File: src/logic/drive_profile_defines.vh
// Constants for the drive profile word interpreter
`ifndef DRIVE_PROFILE_DEFINES_VH
`define DRIVE_PROFILE_DEFINES_VH
// Control word bit positions
`define CW_ON 0
`define CW_NO_COAST 1
`define CW_NO_QUICK 2
`define CW_ENABLE_OP 3
`define CW_RAMP_RUN 5
`define CW_SETPOINT_EN 6
`define CW_FAULT_ACK 7
`define CW_PLC_CTRL 10
`define CW_TORQUE_EN 11
`define CW_DIR_INV 12
`define CW_HOMING 13
// Signal numbers for mapping slots
`define SIG_UNASSIGNED 16'h270F
`define SIG_SPEED_SET 16'h0005
`define SIG_TORQUE_SET 16'h0064
`define SIG_SPEED_ACT 16'h0006
`define SIG_TORQUE_ACT 16'h0065
// Speed reference and torque clamp
`define SPEED_REF_SHIFT 14
`define TORQUE_MAX 16'sh0190
`define TORQUE_MIN -16'sh0190
// Fault acknowledge hold time
`define FAULT_ACK_MS 20
`define CLK_KHZ 250000
`define FAULT_ACK_CYCLES (`FAULT_ACK_MS * `CLK_KHZ)
// Drive states
`define ST_INHIBIT 3'h0
`define ST_READY 3'h1
`define ST_SWITCHED_ON 3'h2
`define ST_OPERATION 3'h3
`define ST_QUICK_STOP 3'h4
`endif

File: src/logic/drive_profile_word_interpreter.v
// Drive profile word interpreter with setpoint FIFO
`timescale 1ns/10ps
`default_nettype none
`include "drive_profile_defines.vh"

// Setpoint FIFO, parameterised width and depth
module setpoint_fifo #(
  parameter WIDTH = 48,
  parameter DEPTH = 16,
  parameter AW = 4
) (
  input wire core_clk,
  input wire rst,
  input wire in_valid,
  output wire in_ready,
  input wire [WIDTH-1:0] in_data,
  output wire out_valid,
  input wire out_ready,
  output wire [WIDTH-1:0] out_data
);
  reg [WIDTH-1:0] mem [0:DEPTH-1];
  reg [AW:0] wr_q;
  reg [AW:0] rd_q;
  // One spare pointer bit tells full from empty
  wire full = (wr_q[AW] != rd_q[AW]) && (wr_q[AW-1:0] == rd_q[AW-1:0]);
  wire empty = (wr_q == rd_q);
  // Head word shows without a wait; valid follows the pointers
  assign in_ready = !full;
  assign out_valid = !empty;
  assign out_data = mem[rd_q[AW-1:0]];
  // Storage has no reset; pointers define validity
  always @(posedge core_clk) begin
    if (in_valid && !full) begin
      mem[wr_q[AW-1:0]] <= in_data;
    end
  end
  // Pointer update
  // Push and pop may fall in one cycle
  always @(posedge core_clk or posedge rst) begin
    if (rst) begin
      wr_q <= {(AW+1){1'b0}};
      rd_q <= {(AW+1){1'b0}};
    end else begin
      if (in_valid && !full) begin
        wr_q <= wr_q + 1'b1;
      end
      if (out_ready && !empty) begin
        rd_q <= rd_q + 1'b1;
      end
    end
  end
endmodule // setpoint_fifo

// Contract
// RULE1 - Duplicate setpoint numbers: lowest slot wins
// RULE2 - Unknown or unassigned slots write nothing, read zero
// RULE3 - Bits 0,2,3: on, quick stop, enable
// RULE4 - Bit 1 low forces coast stop
// RULE5 - Bit 5 low freezes ramp while running; the code does not freeze it under position control
// RULE6 - Bit 6 low forces speed setpoint zero
// RULE7 - Bit 7 held 20 ms clears faults
// RULE8 - Bit 10 low ignores control word
// RULE9 - Bit 11 low forces torque zero
// RULE10 - Bit 12 inverts direction; torque uses magnitude
// RULE11 - Bit 13 homing only in position, operation
// RULE12 - Master zeros unused bits; device zeros status
// RULE13 - Status bits 0,1,2,6 show drive state
// RULE14 - Status bit 3 shows fault present
// RULE15 - Status bit 4 low during coast stop
// RULE16 - Status bit 5 low during quick stop
// RULE17 - Status bit 7 shows warning present
// RULE18 - Status bit 9 shows network control
// RULE19 - Frequency equals word over 4000h times max
// RULE20 - Speed words signed 16-bit, 16384 full scale
// RULE21 - Target torque clamped to plus minus 400
// RULE22 - Torque in 1%, actual in 0.1%
// RULE23 - Power-up in inhibited state, output off
// RULE24 - Status and actuals refreshed every exchange
module drive_profile_word_interpreter #(
  parameter SLOTS = 10,
  parameter ACT_SLOTS = 14,
  parameter FREQ_W = 16,
  parameter FIFO_DEPTH = 16,
  parameter FAULT_ACK_CYCLES = `FAULT_ACK_CYCLES
) (
  input wire core_clk,
  input wire rst,
  input wire rx_valid,
  output wire rx_ready,
  input wire [15:0] control_word,
  input wire [SLOTS*32-1:0] rx_slot_data,
  input wire [SLOTS*16-1:0] setpoint_map_slot,
  input wire [ACT_SLOTS*16-1:0] actual_map_slot,
  input wire [FREQ_W-1:0] max_frequency,
  input wire network_op_mode,
  input wire position_control,
  input wire fault_active,
  input wire warning_active,
  input wire [15:0] fault_number_record,
  input wire motor_stopped,
  input wire signed [15:0] speed_actual_in,
  input wire signed [15:0] motor_torque_monitor,
  output reg tx_valid,
  output reg [15:0] status_word,
  output reg [ACT_SLOTS*32-1:0] tx_slot_data,
  output reg [FREQ_W-1:0] set_frequency,
  output reg run_reverse,
  output reg start_cmd,
  output reg output_enable,
  output reg ramp_freeze,
  output reg quick_stop_active,
  output reg signed [15:0] torque_command_value,
  output reg homing_start,
  output reg fault_reset,
  output reg [FREQ_W-1:0] output_frequency
);
  // Setpoint frame queued so bursts from the master are not lost
  wire f_valid;
  wire [47:0] f_data;
  reg f_ready;
  // Slot resolution results feed the queue, so they are declared first
  reg [15:0] speed_sel;
  reg [15:0] torque_sel;
  reg speed_hit;
  reg torque_hit;
  reg torque_mapped;
  setpoint_fifo #(.WIDTH(48), .DEPTH(FIFO_DEPTH), .AW($clog2(FIFO_DEPTH))) u_fifo (
    .core_clk(core_clk),
    .rst(rst),
    .in_valid(rx_valid),
    .in_ready(rx_ready),
    .in_data({control_word, speed_sel, torque_sel}),
    .out_valid(f_valid),
    .out_ready(f_ready),
    .out_data(f_data)
  );

  // Resolve setpoint slots; first match wins, later duplicates ignored
  // Lower slot index stands for the lower parameter number
  integer i;
  always @* begin
    speed_sel = 16'h0000;
    torque_sel = 16'h0000;
    speed_hit = 1'b0;
    torque_hit = 1'b0;
    for (i = 0; i < SLOTS; i = i + 1) begin
      if (!speed_hit && setpoint_map_slot[i*16 +: 16] == `SIG_SPEED_SET) begin // RULE1
        speed_sel = rx_slot_data[i*32 +: 16];
        speed_hit = 1'b1;
      end
      if (!torque_hit && setpoint_map_slot[i*16 +: 16] == `SIG_TORQUE_SET) begin // RULE1
        torque_sel = rx_slot_data[i*32 +: 16];
        torque_hit = 1'b1;
      end
    end
    torque_mapped = torque_hit;
  end

  // Hold last written values when a signal is unmapped
  // Registered to line up with the frame leaving the queue
  reg speed_map_q;
  reg torque_map_q;
  always @(posedge core_clk or posedge rst) begin
    if (rst) begin
      speed_map_q <= 1'b0;
      torque_map_q <= 1'b0;
    end else begin
      speed_map_q <= speed_hit;
      torque_map_q <= torque_mapped;
    end
  end

  // Frame fields out of the FIFO
  wire [15:0] cw = f_data[47:32];
  wire signed [15:0] spd_in = f_data[31:16];
  wire signed [15:0] trq_in = f_data[15:0];
  // Queue pops every cycle, so each frame is taken one edge after entry
  wire take = f_valid;
  wire plc = cw[`CW_PLC_CTRL] && network_op_mode; // RULE8

  // Drive state machine
  reg [2:0] state_q;
  reg [2:0] state_d;
  always @* begin
    f_ready = 1'b1;
    state_d = state_q;
    // Faults and local operation pull the drive back to inhibited
    if (fault_active || !network_op_mode) begin
      state_d = `ST_INHIBIT;
    end else if (take && plc) begin // RULE8
      case (state_q)
        `ST_INHIBIT: begin
          if (cw[`CW_NO_COAST] && cw[`CW_NO_QUICK] && !cw[`CW_ON]) state_d = `ST_READY; // RULE3
        end
        `ST_READY: begin
          if (!cw[`CW_NO_COAST] || !cw[`CW_NO_QUICK]) state_d = `ST_INHIBIT; // RULE4
          else if (cw[`CW_ON]) state_d = `ST_SWITCHED_ON; // RULE3
        end
        `ST_SWITCHED_ON: begin
          if (!cw[`CW_NO_COAST] || !cw[`CW_NO_QUICK]) state_d = `ST_INHIBIT; // RULE4
          else if (!cw[`CW_ON]) state_d = `ST_READY; // RULE3
          else if (cw[`CW_ENABLE_OP]) state_d = `ST_OPERATION; // RULE3
        end
        `ST_OPERATION: begin
          if (!cw[`CW_NO_COAST]) state_d = `ST_INHIBIT; // RULE4
          else if (!cw[`CW_NO_QUICK]) state_d = `ST_QUICK_STOP; // RULE3
          else if (!cw[`CW_ON]) state_d = `ST_READY;
          else if (!cw[`CW_ENABLE_OP]) state_d = `ST_SWITCHED_ON; // RULE3
        end
        `ST_QUICK_STOP: begin
          if (!cw[`CW_NO_COAST]) state_d = `ST_INHIBIT; // RULE4
        end
        default: state_d = `ST_INHIBIT;
      endcase
    end
    // Quick stop ends once the motor has stopped, master or not
    if (state_q == `ST_QUICK_STOP && motor_stopped && !fault_active) begin
      state_d = `ST_INHIBIT;
    end
  end

  // Latched control bits from last accepted word
  reg [15:0] cw_q;
  reg signed [15:0] spd_q;
  reg signed [15:0] trq_q;
  // Power-up leaves the drive inhibited with outputs off
  always @(posedge core_clk or posedge rst) begin
    if (rst) begin
      state_q <= `ST_INHIBIT; // RULE23
      cw_q <= 16'h0000;
      spd_q <= 16'sh0000;
      trq_q <= 16'sh0000;
    end else begin
      state_q <= state_d;
      if (take && plc) begin
        cw_q <= cw; // RULE8
      end
      if (take && speed_map_q) spd_q <= spd_in; // RULE2
      if (take && torque_map_q) trq_q <= trq_in; // RULE2
    end
  end

  // Reply strobe trails the state update by one edge, so the status
  // that it marks already carries the new control word
  reg take_q;
  reg plc_q;
  always @(posedge core_clk or posedge rst) begin
    if (rst) begin
      take_q <= 1'b0;
      plc_q <= 1'b0;
    end else begin
      take_q <= take; // RULE24
      if (take) begin
        plc_q <= cw[`CW_PLC_CTRL]; // RULE18
      end
    end
  end

  // Fault acknowledge: rising bit 7 held long enough
  // Hold time restarts whenever the bit drops
  reg [31:0] ack_cnt_q;
  reg ack_done_q;
  wire ack_bit = cw_q[`CW_FAULT_ACK];
  always @(posedge core_clk or posedge rst) begin
    if (rst) begin
      ack_cnt_q <= 32'h0000_0000;
      ack_done_q <= 1'b0;
      fault_reset <= 1'b0;
    end else begin
      fault_reset <= 1'b0;
      if (!ack_bit) begin
        ack_cnt_q <= 32'h0000_0000;
        ack_done_q <= 1'b0;
      end else if (!ack_done_q) begin
        if (ack_cnt_q >= FAULT_ACK_CYCLES - 1) begin // RULE7
          ack_done_q <= 1'b1;
          fault_reset <= 1'b1; // RULE7
        end else begin
          ack_cnt_q <= ack_cnt_q + 32'h0000_0001;
        end
      end
    end
  end

  // Speed and torque derivation
  wire running = (state_q == `ST_OPERATION);

  // Speed path: gate, then magnitude, so the product stays unsigned
  wire signed [15:0] spd_eff = cw_q[`CW_SETPOINT_EN] ? spd_q : 16'sh0000; // RULE6
  wire spd_neg = spd_eff[15];
  wire [16:0] spd_mag = spd_neg ? (17'd0 - {spd_eff[15], spd_eff}) : {1'b0, spd_eff};
  // Truncating product keeps rounding downward
  wire [FREQ_W+16:0] freq_prod = spd_mag * max_frequency; // RULE19

  // Output frequency uses the same scaling as the setpoint
  wire signed [15:0] act = speed_actual_in;
  wire [16:0] act_mag = act[15] ? (17'd0 - {act[15], act}) : {1'b0, act};
  wire [FREQ_W+16:0] ofreq_prod = act_mag * max_frequency; // RULE19

  // Clamp before the enable gate, so re-enabling never sees overrange
  wire signed [15:0] trq_clamped = (trq_q > `TORQUE_MAX) ? `TORQUE_MAX :
                                   (trq_q < `TORQUE_MIN) ? `TORQUE_MIN : trq_q; // RULE21
  // Direction: torque mode treats speed as magnitude only
  wire dir_base = torque_map_q ? 1'b0 : spd_neg; // RULE10

  // Status word built bit by bit; spare bits stay zero
  reg [15:0] status_d;
  always @* begin
    status_d = 16'h0000; // RULE12
    status_d[0] = (state_q != `ST_INHIBIT); // RULE13
    status_d[1] = (state_q == `ST_SWITCHED_ON) || running; // RULE13
    status_d[2] = running; // RULE13
    status_d[3] = fault_active; // RULE14
    status_d[4] = cw_q[`CW_NO_COAST]; // RULE15
    status_d[5] = (state_q != `ST_QUICK_STOP); // RULE16
    status_d[6] = (state_q == `ST_INHIBIT); // RULE13
    status_d[7] = warning_active; // RULE17
    status_d[9] = plc_q && network_op_mode; // RULE18
  end

  // Actual values sign-extended to the slot width
  wire [31:0] speed_ext = {{16{speed_actual_in[15]}}, speed_actual_in};
  wire [31:0] torque_ext = {{16{motor_torque_monitor[15]}}, motor_torque_monitor}; // RULE22
  // One selector per actual-value slot; unknown numbers read zero
  wire [ACT_SLOTS*32-1:0] act_slots;
  genvar g;
  generate
    for (g = 0; g < ACT_SLOTS; g = g + 1) begin : g_act
      wire [15:0] sig_num = actual_map_slot[g*16 +: 16];
      assign act_slots[g*32 +: 32] = (sig_num == `SIG_SPEED_ACT) ? speed_ext :
                                     (sig_num == `SIG_TORQUE_ACT) ? torque_ext : 32'h0000_0000; // RULE2
    end
  endgenerate

  // Drive outputs and status word
  always @(posedge core_clk or posedge rst) begin
    if (rst) begin
      set_frequency <= {FREQ_W{1'b0}};
      output_frequency <= {FREQ_W{1'b0}};
      run_reverse <= 1'b0;
      start_cmd <= 1'b0;
      output_enable <= 1'b0;
      ramp_freeze <= 1'b0;
      quick_stop_active <= 1'b0;
      torque_command_value <= 16'sh0000;
      homing_start <= 1'b0;
      status_word <= 16'h0000;
      tx_slot_data <= {ACT_SLOTS*32{1'b0}};
      tx_valid <= 1'b0;
    end else begin
      // Frequencies and direction
      set_frequency <= freq_prod[FREQ_W+`SPEED_REF_SHIFT-1:`SPEED_REF_SHIFT]; // RULE20
      output_frequency <= ofreq_prod[FREQ_W+`SPEED_REF_SHIFT-1:`SPEED_REF_SHIFT]; // RULE19
      run_reverse <= dir_base ^ cw_q[`CW_DIR_INV]; // RULE10
      // Drive commands follow the latched state
      start_cmd <= running;
      output_enable <= (state_q == `ST_SWITCHED_ON) || running; // RULE4
      // Freeze ignored when not started
      ramp_freeze <= running && !position_control && !cw_q[`CW_RAMP_RUN]; // RULE5
      quick_stop_active <= (state_q == `ST_QUICK_STOP);
      // Torque in whole percent; scaled to 0.1% downstream
      torque_command_value <= cw_q[`CW_TORQUE_EN] ? trq_clamped : 16'sh0000; // RULE9 RULE22
      homing_start <= cw_q[`CW_HOMING] && position_control && running; // RULE11
      // Reply slots and strobe go out together
      status_word <= status_d; // RULE24
      tx_slot_data <= act_slots;
      tx_valid <= take_q; // RULE24
    end
  end
endmodule // drive_profile_word_interpreter
`default_nettype wire

File: config.mk
export PLATFORM = sky130hd
export DESIGN_NAME = drive_profile_word_interpreter
export DESIGN_NICKNAME = d
export VERILOG_FILES = /design/src/logic/drive_profile_word_interpreter.v
export VERILOG_INCLUDE_DIRS = /design/src /design/src/logic
export SDC_FILE = /design/constraint.sdc
export NUM_CORES = 2
export LEC_CHECK = 0
export BUFFER_PORTS_ARGS = -buffer_cell sky130_fd_sc_hd__buf_2
export CAP_MARGIN = 15
export CORE_AREA = 4 4 502 504
export CTS_CLUSTER_DIAMETER = 150
export CTS_CLUSTER_SIZE = 40
export DETAILED_ROUTE_END_ITERATION = 8
export DIE_AREA = 0 0 506 508
export PLACE_DENSITY = 0.49
export SYNTH_ARGS = -nofsm -noshare
export SYNTH_HDL_FRONTEND = slang
export SYNTH_SLANG_ARGS = --single-unit
File: constraint.sdc
create_clock -name core_clk -period 14.1 [get_ports core_clk]
set_input_delay 2.82 -clock core_clk [delete_from_list [all_inputs] [get_ports core_clk]]
set_output_delay 2.82 -clock core_clk [all_outputs]
set_load 0.01 [all_outputs]
## Word level (Yosys, flattened, before mapping)

Memories as Yosys holds them, arrays and structs flattened.
Index checks and enable logic that the tools add are counted.
Widths: inputs -> output; s select.

- Add/sub/neg operators: 5
- $mul: 2
- Divide/modulo/power cells: 0
- $lt $le $gt $ge: 3
- Equal/unequal tests: 63
- Shifts and indexed selects: 0
- Muxes and demuxes: 100
- Bitwise logic cells: 1
- Reductions and logical operators: 68

Operators with widths:

| cell | number |
|---|---|
| $mux 32 | 31 |
| $eq 16x3->1 const B | 24 |
| $eq 16x7->1 const B | 24 |
| $mux 16 | 24 |
| $mul 17x16->30 | 2 |
| $mux 3 | 14 |
| $mux 17 | 2 |
| $sub 1x16->17 const A | 2 |
| $logic_and 1x1->1 | 33 |
| $add 32x1->32 const B | 1 |
| $ge 32x23->1 const B | 1 |
| $mux 1 | 28 |
| $logic_not 1->1 | 27 |
| $gt 16x10->1 const B | 1 |
| $lt 16x10->1 const B | 1 |
| $pmux 3 s5 | 1 |
| $add 5x1->5 const B | 2 |
| $ne 7x5->1 const B | 1 |
| $eq 3x2->1 const B | 2 |
| $ne 6x6->1 const B | 1 |
| $reduce_and 6->1 | 1 |
| $reduce_bool 3->1 | 2 |
| $eq 5x5->1 | 1 |
| $ne 5x5->1 const B | 1 |
| 12 further kinds | 15 |

- Flip-flop bits (word level): 609
- Latch bits: 0
- RAM bits: 768
- ROM bits: 0
- Bits of input ports: 792
- Logic and storage cells: 268
- Memories: 1

Memory list:

| name | words | bits a word | read ports | clocked after memory_dff | write ports | line | text |
|---|---|---|---|---|---|---|---|
| u_fifo.mem | 16 | 48 | 1 | 0 | 1 | drive_profile_word_interpreter.v:21 | `reg [WIDTH-1:0] mem [0:DEPTH-1];` |

## Depth between registers and ports, before layout

- Depth after elaboration: 29
- Mapped depth: 32

## Cells and area by module

Synthesis repeated with hierarchy kept, for this count alone.

- Cell total of the unflattened synthesis: 5,035
- Area, all modules: 65,125.0 um^2

By module, submodules not included:

| module | times used | cells each | area each (um^2) |
|---|---|---|---|
| drive_profile_word_interpreter | 1 | 3,676 | 35,266.3 |
| setpoint_fifo | 1 | 1,359 | 29,858.6 |

## Least setup slack after synthesis

OpenSTA, ideal clock, no wires.

- Path kind: input to register
- Start point: in speed_actual_in[4]
- End point: reg output_frequency[15]
- Setup time: 80 ps
- Arrival: 9,807 ps
- Data required time: 14,020 ps
- Slack: 4,213 ps
- Stages on the path: 28
- Path buffers: 2
- Cell sequence: clkbuf_1 -> nor3_1 -> nand3b_1 -> or2_2 -> o41ai_1 -> xnor2_1 -> clkbuf_1 -> nand2_1 -> fa_1 -> fa_1 -> inv_1 -> fa_1 -> inv_1 -> fa_1 -> inv_1 -> fa_1 -> fa_1 -> ha_1 -> a21oi_1 -> nor2_1 -> a211oi_1 -> or2_2 -> o211ai_1 -> o41a_1 -> a31oi_1 -> o221ai_1 -> a21oi_1 -> xnor2_1

- Word-level cells in the longest chain between the ends: 3

Ends and longest elaborated chain:

| item | line | text |
|---|---|---|
| start, declared | drive_profile_word_interpreter.v:101 | `input wire signed [15:0] speed_actual_in,` |
| $sub 1x16->17 | drive_profile_word_interpreter.v:297 | `wire [16:0] act_mag = act[15] ? (17'd0 - {act[15], act}) : {1'b0, act};` |
| $mux 17 (*) | drive_profile_word_interpreter.v:297 |  |
| $mul 17x16->30 (*) | drive_profile_word_interpreter.v:298 | `wire [FREQ_W+16:0] ofreq_prod = act_mag * max_frequency;` |
| named net ofreq_prod[29] | drive_profile_word_interpreter.v:298 |  |
| end signal, assigned | drive_profile_word_interpreter.v:339 | `output_frequency <= {FREQ_W{1'b0}};` |
| end signal, assigned | drive_profile_word_interpreter.v:353 | `` output_frequency <= ofreq_prod[FREQ_W+`SPEED_REF_SHIFT-1:`SPEED_REF_SHIFT]; `` |
| end, declared | drive_profile_word_interpreter.v:115 | `output reg [FREQ_W-1:0] output_frequency` |

The timed path passes the listed nets; every way through them passes the cells marked *.
A chain may end at the register's enable or synchronous reset.

## Final worst setup path

- Start point: in speed_actual_in[0]
- End point: reg output_frequency[15]

The elaborated chain is that of the path after synthesis.

==> run metrics <==
postcts setup bufs 0; Synth Area in Adders 17.0%; antenna violations before repair 58; fin crit share 73.8%; die area 0.257 sq mm; nets@finish 6876; CP Launch Type input pin; CTS Buffer Depth 3; CP endpoint kind register; GPL Wtd Cong 0.962; Clk Latency, worst-skew pair 710 ps; CP max-delay cell xnor2_2; vias in the first global route 42.7k; switching power 3.77 mW; layout cells sized above 1 29.7%; Sw Ratio 38.0%; Flop pwr share 37.6%; Worst-path clk slew 160 ps; fill count 25.5k; total wire length 228 mm; die width 506 microns; top_reg_cell synth edfxtp_1; setup TNS 0 ps; Crit Path Max Fanout 31; H-tree depth 2; core area 0.248 sq mm; Total GRT Usage 17.1%; pin count of the biggest net entering global routing 139; Avg Cell Area, Syn 13.1 sq um; hold path cells 0; DR vias 41.8k; mux cell area share after synthesis 8.85%; first-pass GRT wire length 318 mm; peak supply drop 0.000151 V; Area growth, synth to finish 15.9%; Initial Util 24.8%; Die Span Y 508 microns; pwr dens 140 mW/mm^2; multi-input logic area 0.0272 sq mm; register area share after synthesis 49.0%; number of synthesized flops with an enable pin 688; clock root buffer master clkbuf_16; Final min period 10410 ps; hold slack 382 ps; CP dominant cell by count fa_1; Setup Skew 61.6 ps; antenna viol nets, final 0; worst slew pin tran 1160 ps; relative slew slack 22.4%; CTS Hold Buffers Added 0; TritonCTS Buffers 36; clock power share 15.7%; Netlist Area Pre-Place 0.0614 sq mm; CP peak stage delay 730 ps; Critical Path RT 14720 ps; GRT overflow 0; flop and latch count out of synthesis 1064; RSZ-0062 raised after global routing false; HPWL after DPL 166 mm; io pins 1313; Setup violations, final 0; largest family of logic cells by synthesized area adder cells; CTS tree yes; Crit Path Class in -> reg; cell count after synthesis 4689; post-synthesis compound-gate area fraction 6.68%; internal power 6.16 mW; post-cts sizing count 0; Sink Count 1064; row count 183; I/O Buffers 1124; Residual DRC 0; Detailed Routing Iterations Pass 1 7; FF+latch area 0.0301 sq mm; CP arrival 11020 ps; Worst Hold Class reg -> reg; Max-Cap Viols 0; Comb power frac 46.7%; 1st-iter DRT viols 3097; depth of the worst register-to-register path 29; Slew Limit Fails 0; highest clock rate 96.1 MHz; ys async rst share 35.3%; Netlist cell types 76; post-synthesis xor/xnor area fraction 1.35%; Leakage 31.5 nW; Synth Warn # 0; DR WL/cell 25.6 microns; simple-gate share of the synthesized area 9.61%; final hold violation count 0; status finished clean; Vias/cell 4.70
## worst max-delay path, delay by kind of cell
family | cells | cell delay, ps
AO/OA/AOI/OAI | 8 | 2250
XOR/XNOR | 2 | 870
adder cells (fa/ha/maj) | 8 | 3570
buffers and inverters | 6 | 830
AND/OR/NAND/NOR | 5 | 660
## layout by cell type, fill, tap and decap left out, types with 54 or more instances in the layout
cell type	synthesis	final
and2_1	190	190
nand3_1	89	89
mux4_2	211	211
ha_1	178	178
fa_1	410	410
nor2_1	98	78
a221o_1	54	54
nand2_1	411	411
dfrtp_1	376	371
xnor2_1	66	54
buf_2	5	1124
edfxtp_1	688	688
a21oi_1	84	82
buf_4	233	114
inv_1	497	496
a22o_1	227	227
and3_1	81	81
## synthesized netlist by cell type, drive strengths merged (5+ instances only)
cell      n  area [sq um]
buf     252          1830
nand4    25           156
a21boi   12          90.1
xnor2    67           594
inv     497          1870
o31ai     7          52.6
nand2b   32           200
or3      17           116
nor3     37           201
a22o    227          1990
nor4     62           394
xor2     27           236
nand3    89           445
a21o      8          60.1
edfxtp  688         20700
mux2     50           563
fa      410          8210
a21oi    84           420
a221o    54           541
o21ai    49           245
a22oi    20           150
clkbuf  251           942
mux2i    12           120
or2       6          37.5
nand2   412          1550
nor4b    35           322
a211oi   24           185
nor2b    21           131
mux4    211          4750
a31oi     5          31.3
ha      178          2230
and2    193          1210
and3     81           507
nor2     98           368
nand4b   15           131
dfrtp   376          9410
## power groups by stage
stage	registers [mW]	clock network (mW)	logic (mW)
final	3.74	1.56	4.63
after global routing	3.76	1.72	5.26
after CTS	3.74	1.62	4.77
after detailed placement	3.81	0	4.74
after global placement	3.80	0	4.70
after floorplan	3.73	0	3.43
## worst paths after layout
path                                      from                             end  slack, ps
min reg2reg                cw_q[1]$_DFFE_PP0P_        status_word[4]$_DFF_PP0_        380
max                         speed_actual_in[0]  output_frequency[15]$_DFF_PP0_       3690
max reg2reg                cw_q[6]$_DFFE_PP0P_     set_frequency[15]$_DFF_PP0_       4400
max in group asynchronous                  rst     tx_slot_data[191]$_DFF_PP0_      10300
min                        cw_q[1]$_DFFE_PP0P_        status_word[4]$_DFF_PP0_        380
min in group asynchronous                  rst     tx_slot_data[324]$_DFF_PP0_       2240
## cells by family (layout without fill, tap and decap cells)
kind of cell    count (synthesis)  after routing
compound gates                529            529
xor+xnor                       94             94
fa+ha+maj                     588            588
buf+inv                      1000           1802
flops                        1064           1064
mux                           273            273
other cells                     2             58
simple gates                 1139           1139
## per-stage QoR
step	cell area, sq um	power, mW	utilization, %	worst slack, ps	instances
after floorplan	61500	7.15	-	836	4720
after global placement	69900	8.51	28.2	2860	8787
after detailed placement	69900	8.55	28.2	2860	8788
after CTS	71100	10.1	28.7	3620	8852
after global routing	71100	10.7	28.7	3010	8868
final	71200	9.93	28.7	3690	8877
## flip-flops by register name (all words and copies together) (netlist names), 3 cells and up
name	count
ack_cnt_q	32
cw_q	7
output_frequency	16
set_frequency	16
spd_q	16
state_q	3
status_word	9
torque_command_value	16
trq_q	16
tx_slot_data	224
u_fifo.mem	688
u_fifo.rd_q	5
u_fifo.wr_q	5
## area by class of cell
type | count | share of cell area, %
antenna | 25 | 0.0879
clock buffer | 51 | 1.34
clock inverter | 13 | 0.378
inverter | 497 | 2.63
multi-input combinational | 2656 | 38.3
sequential | 1064 | 42.3
tap | 3330 | 5.85
timing repair buffer | 1241 | 9.18
## per-layer routing
layer	track usage, %	part of all wire, %	vias to the layer above
li1	-	-	17832
met1	20.4	38	21916
met2	30.5	51	1699
met3	2.97	6.3	293
met4	6.35	4.2	22
met5	0	0.055	-
(Power assumes the default switching activity.)
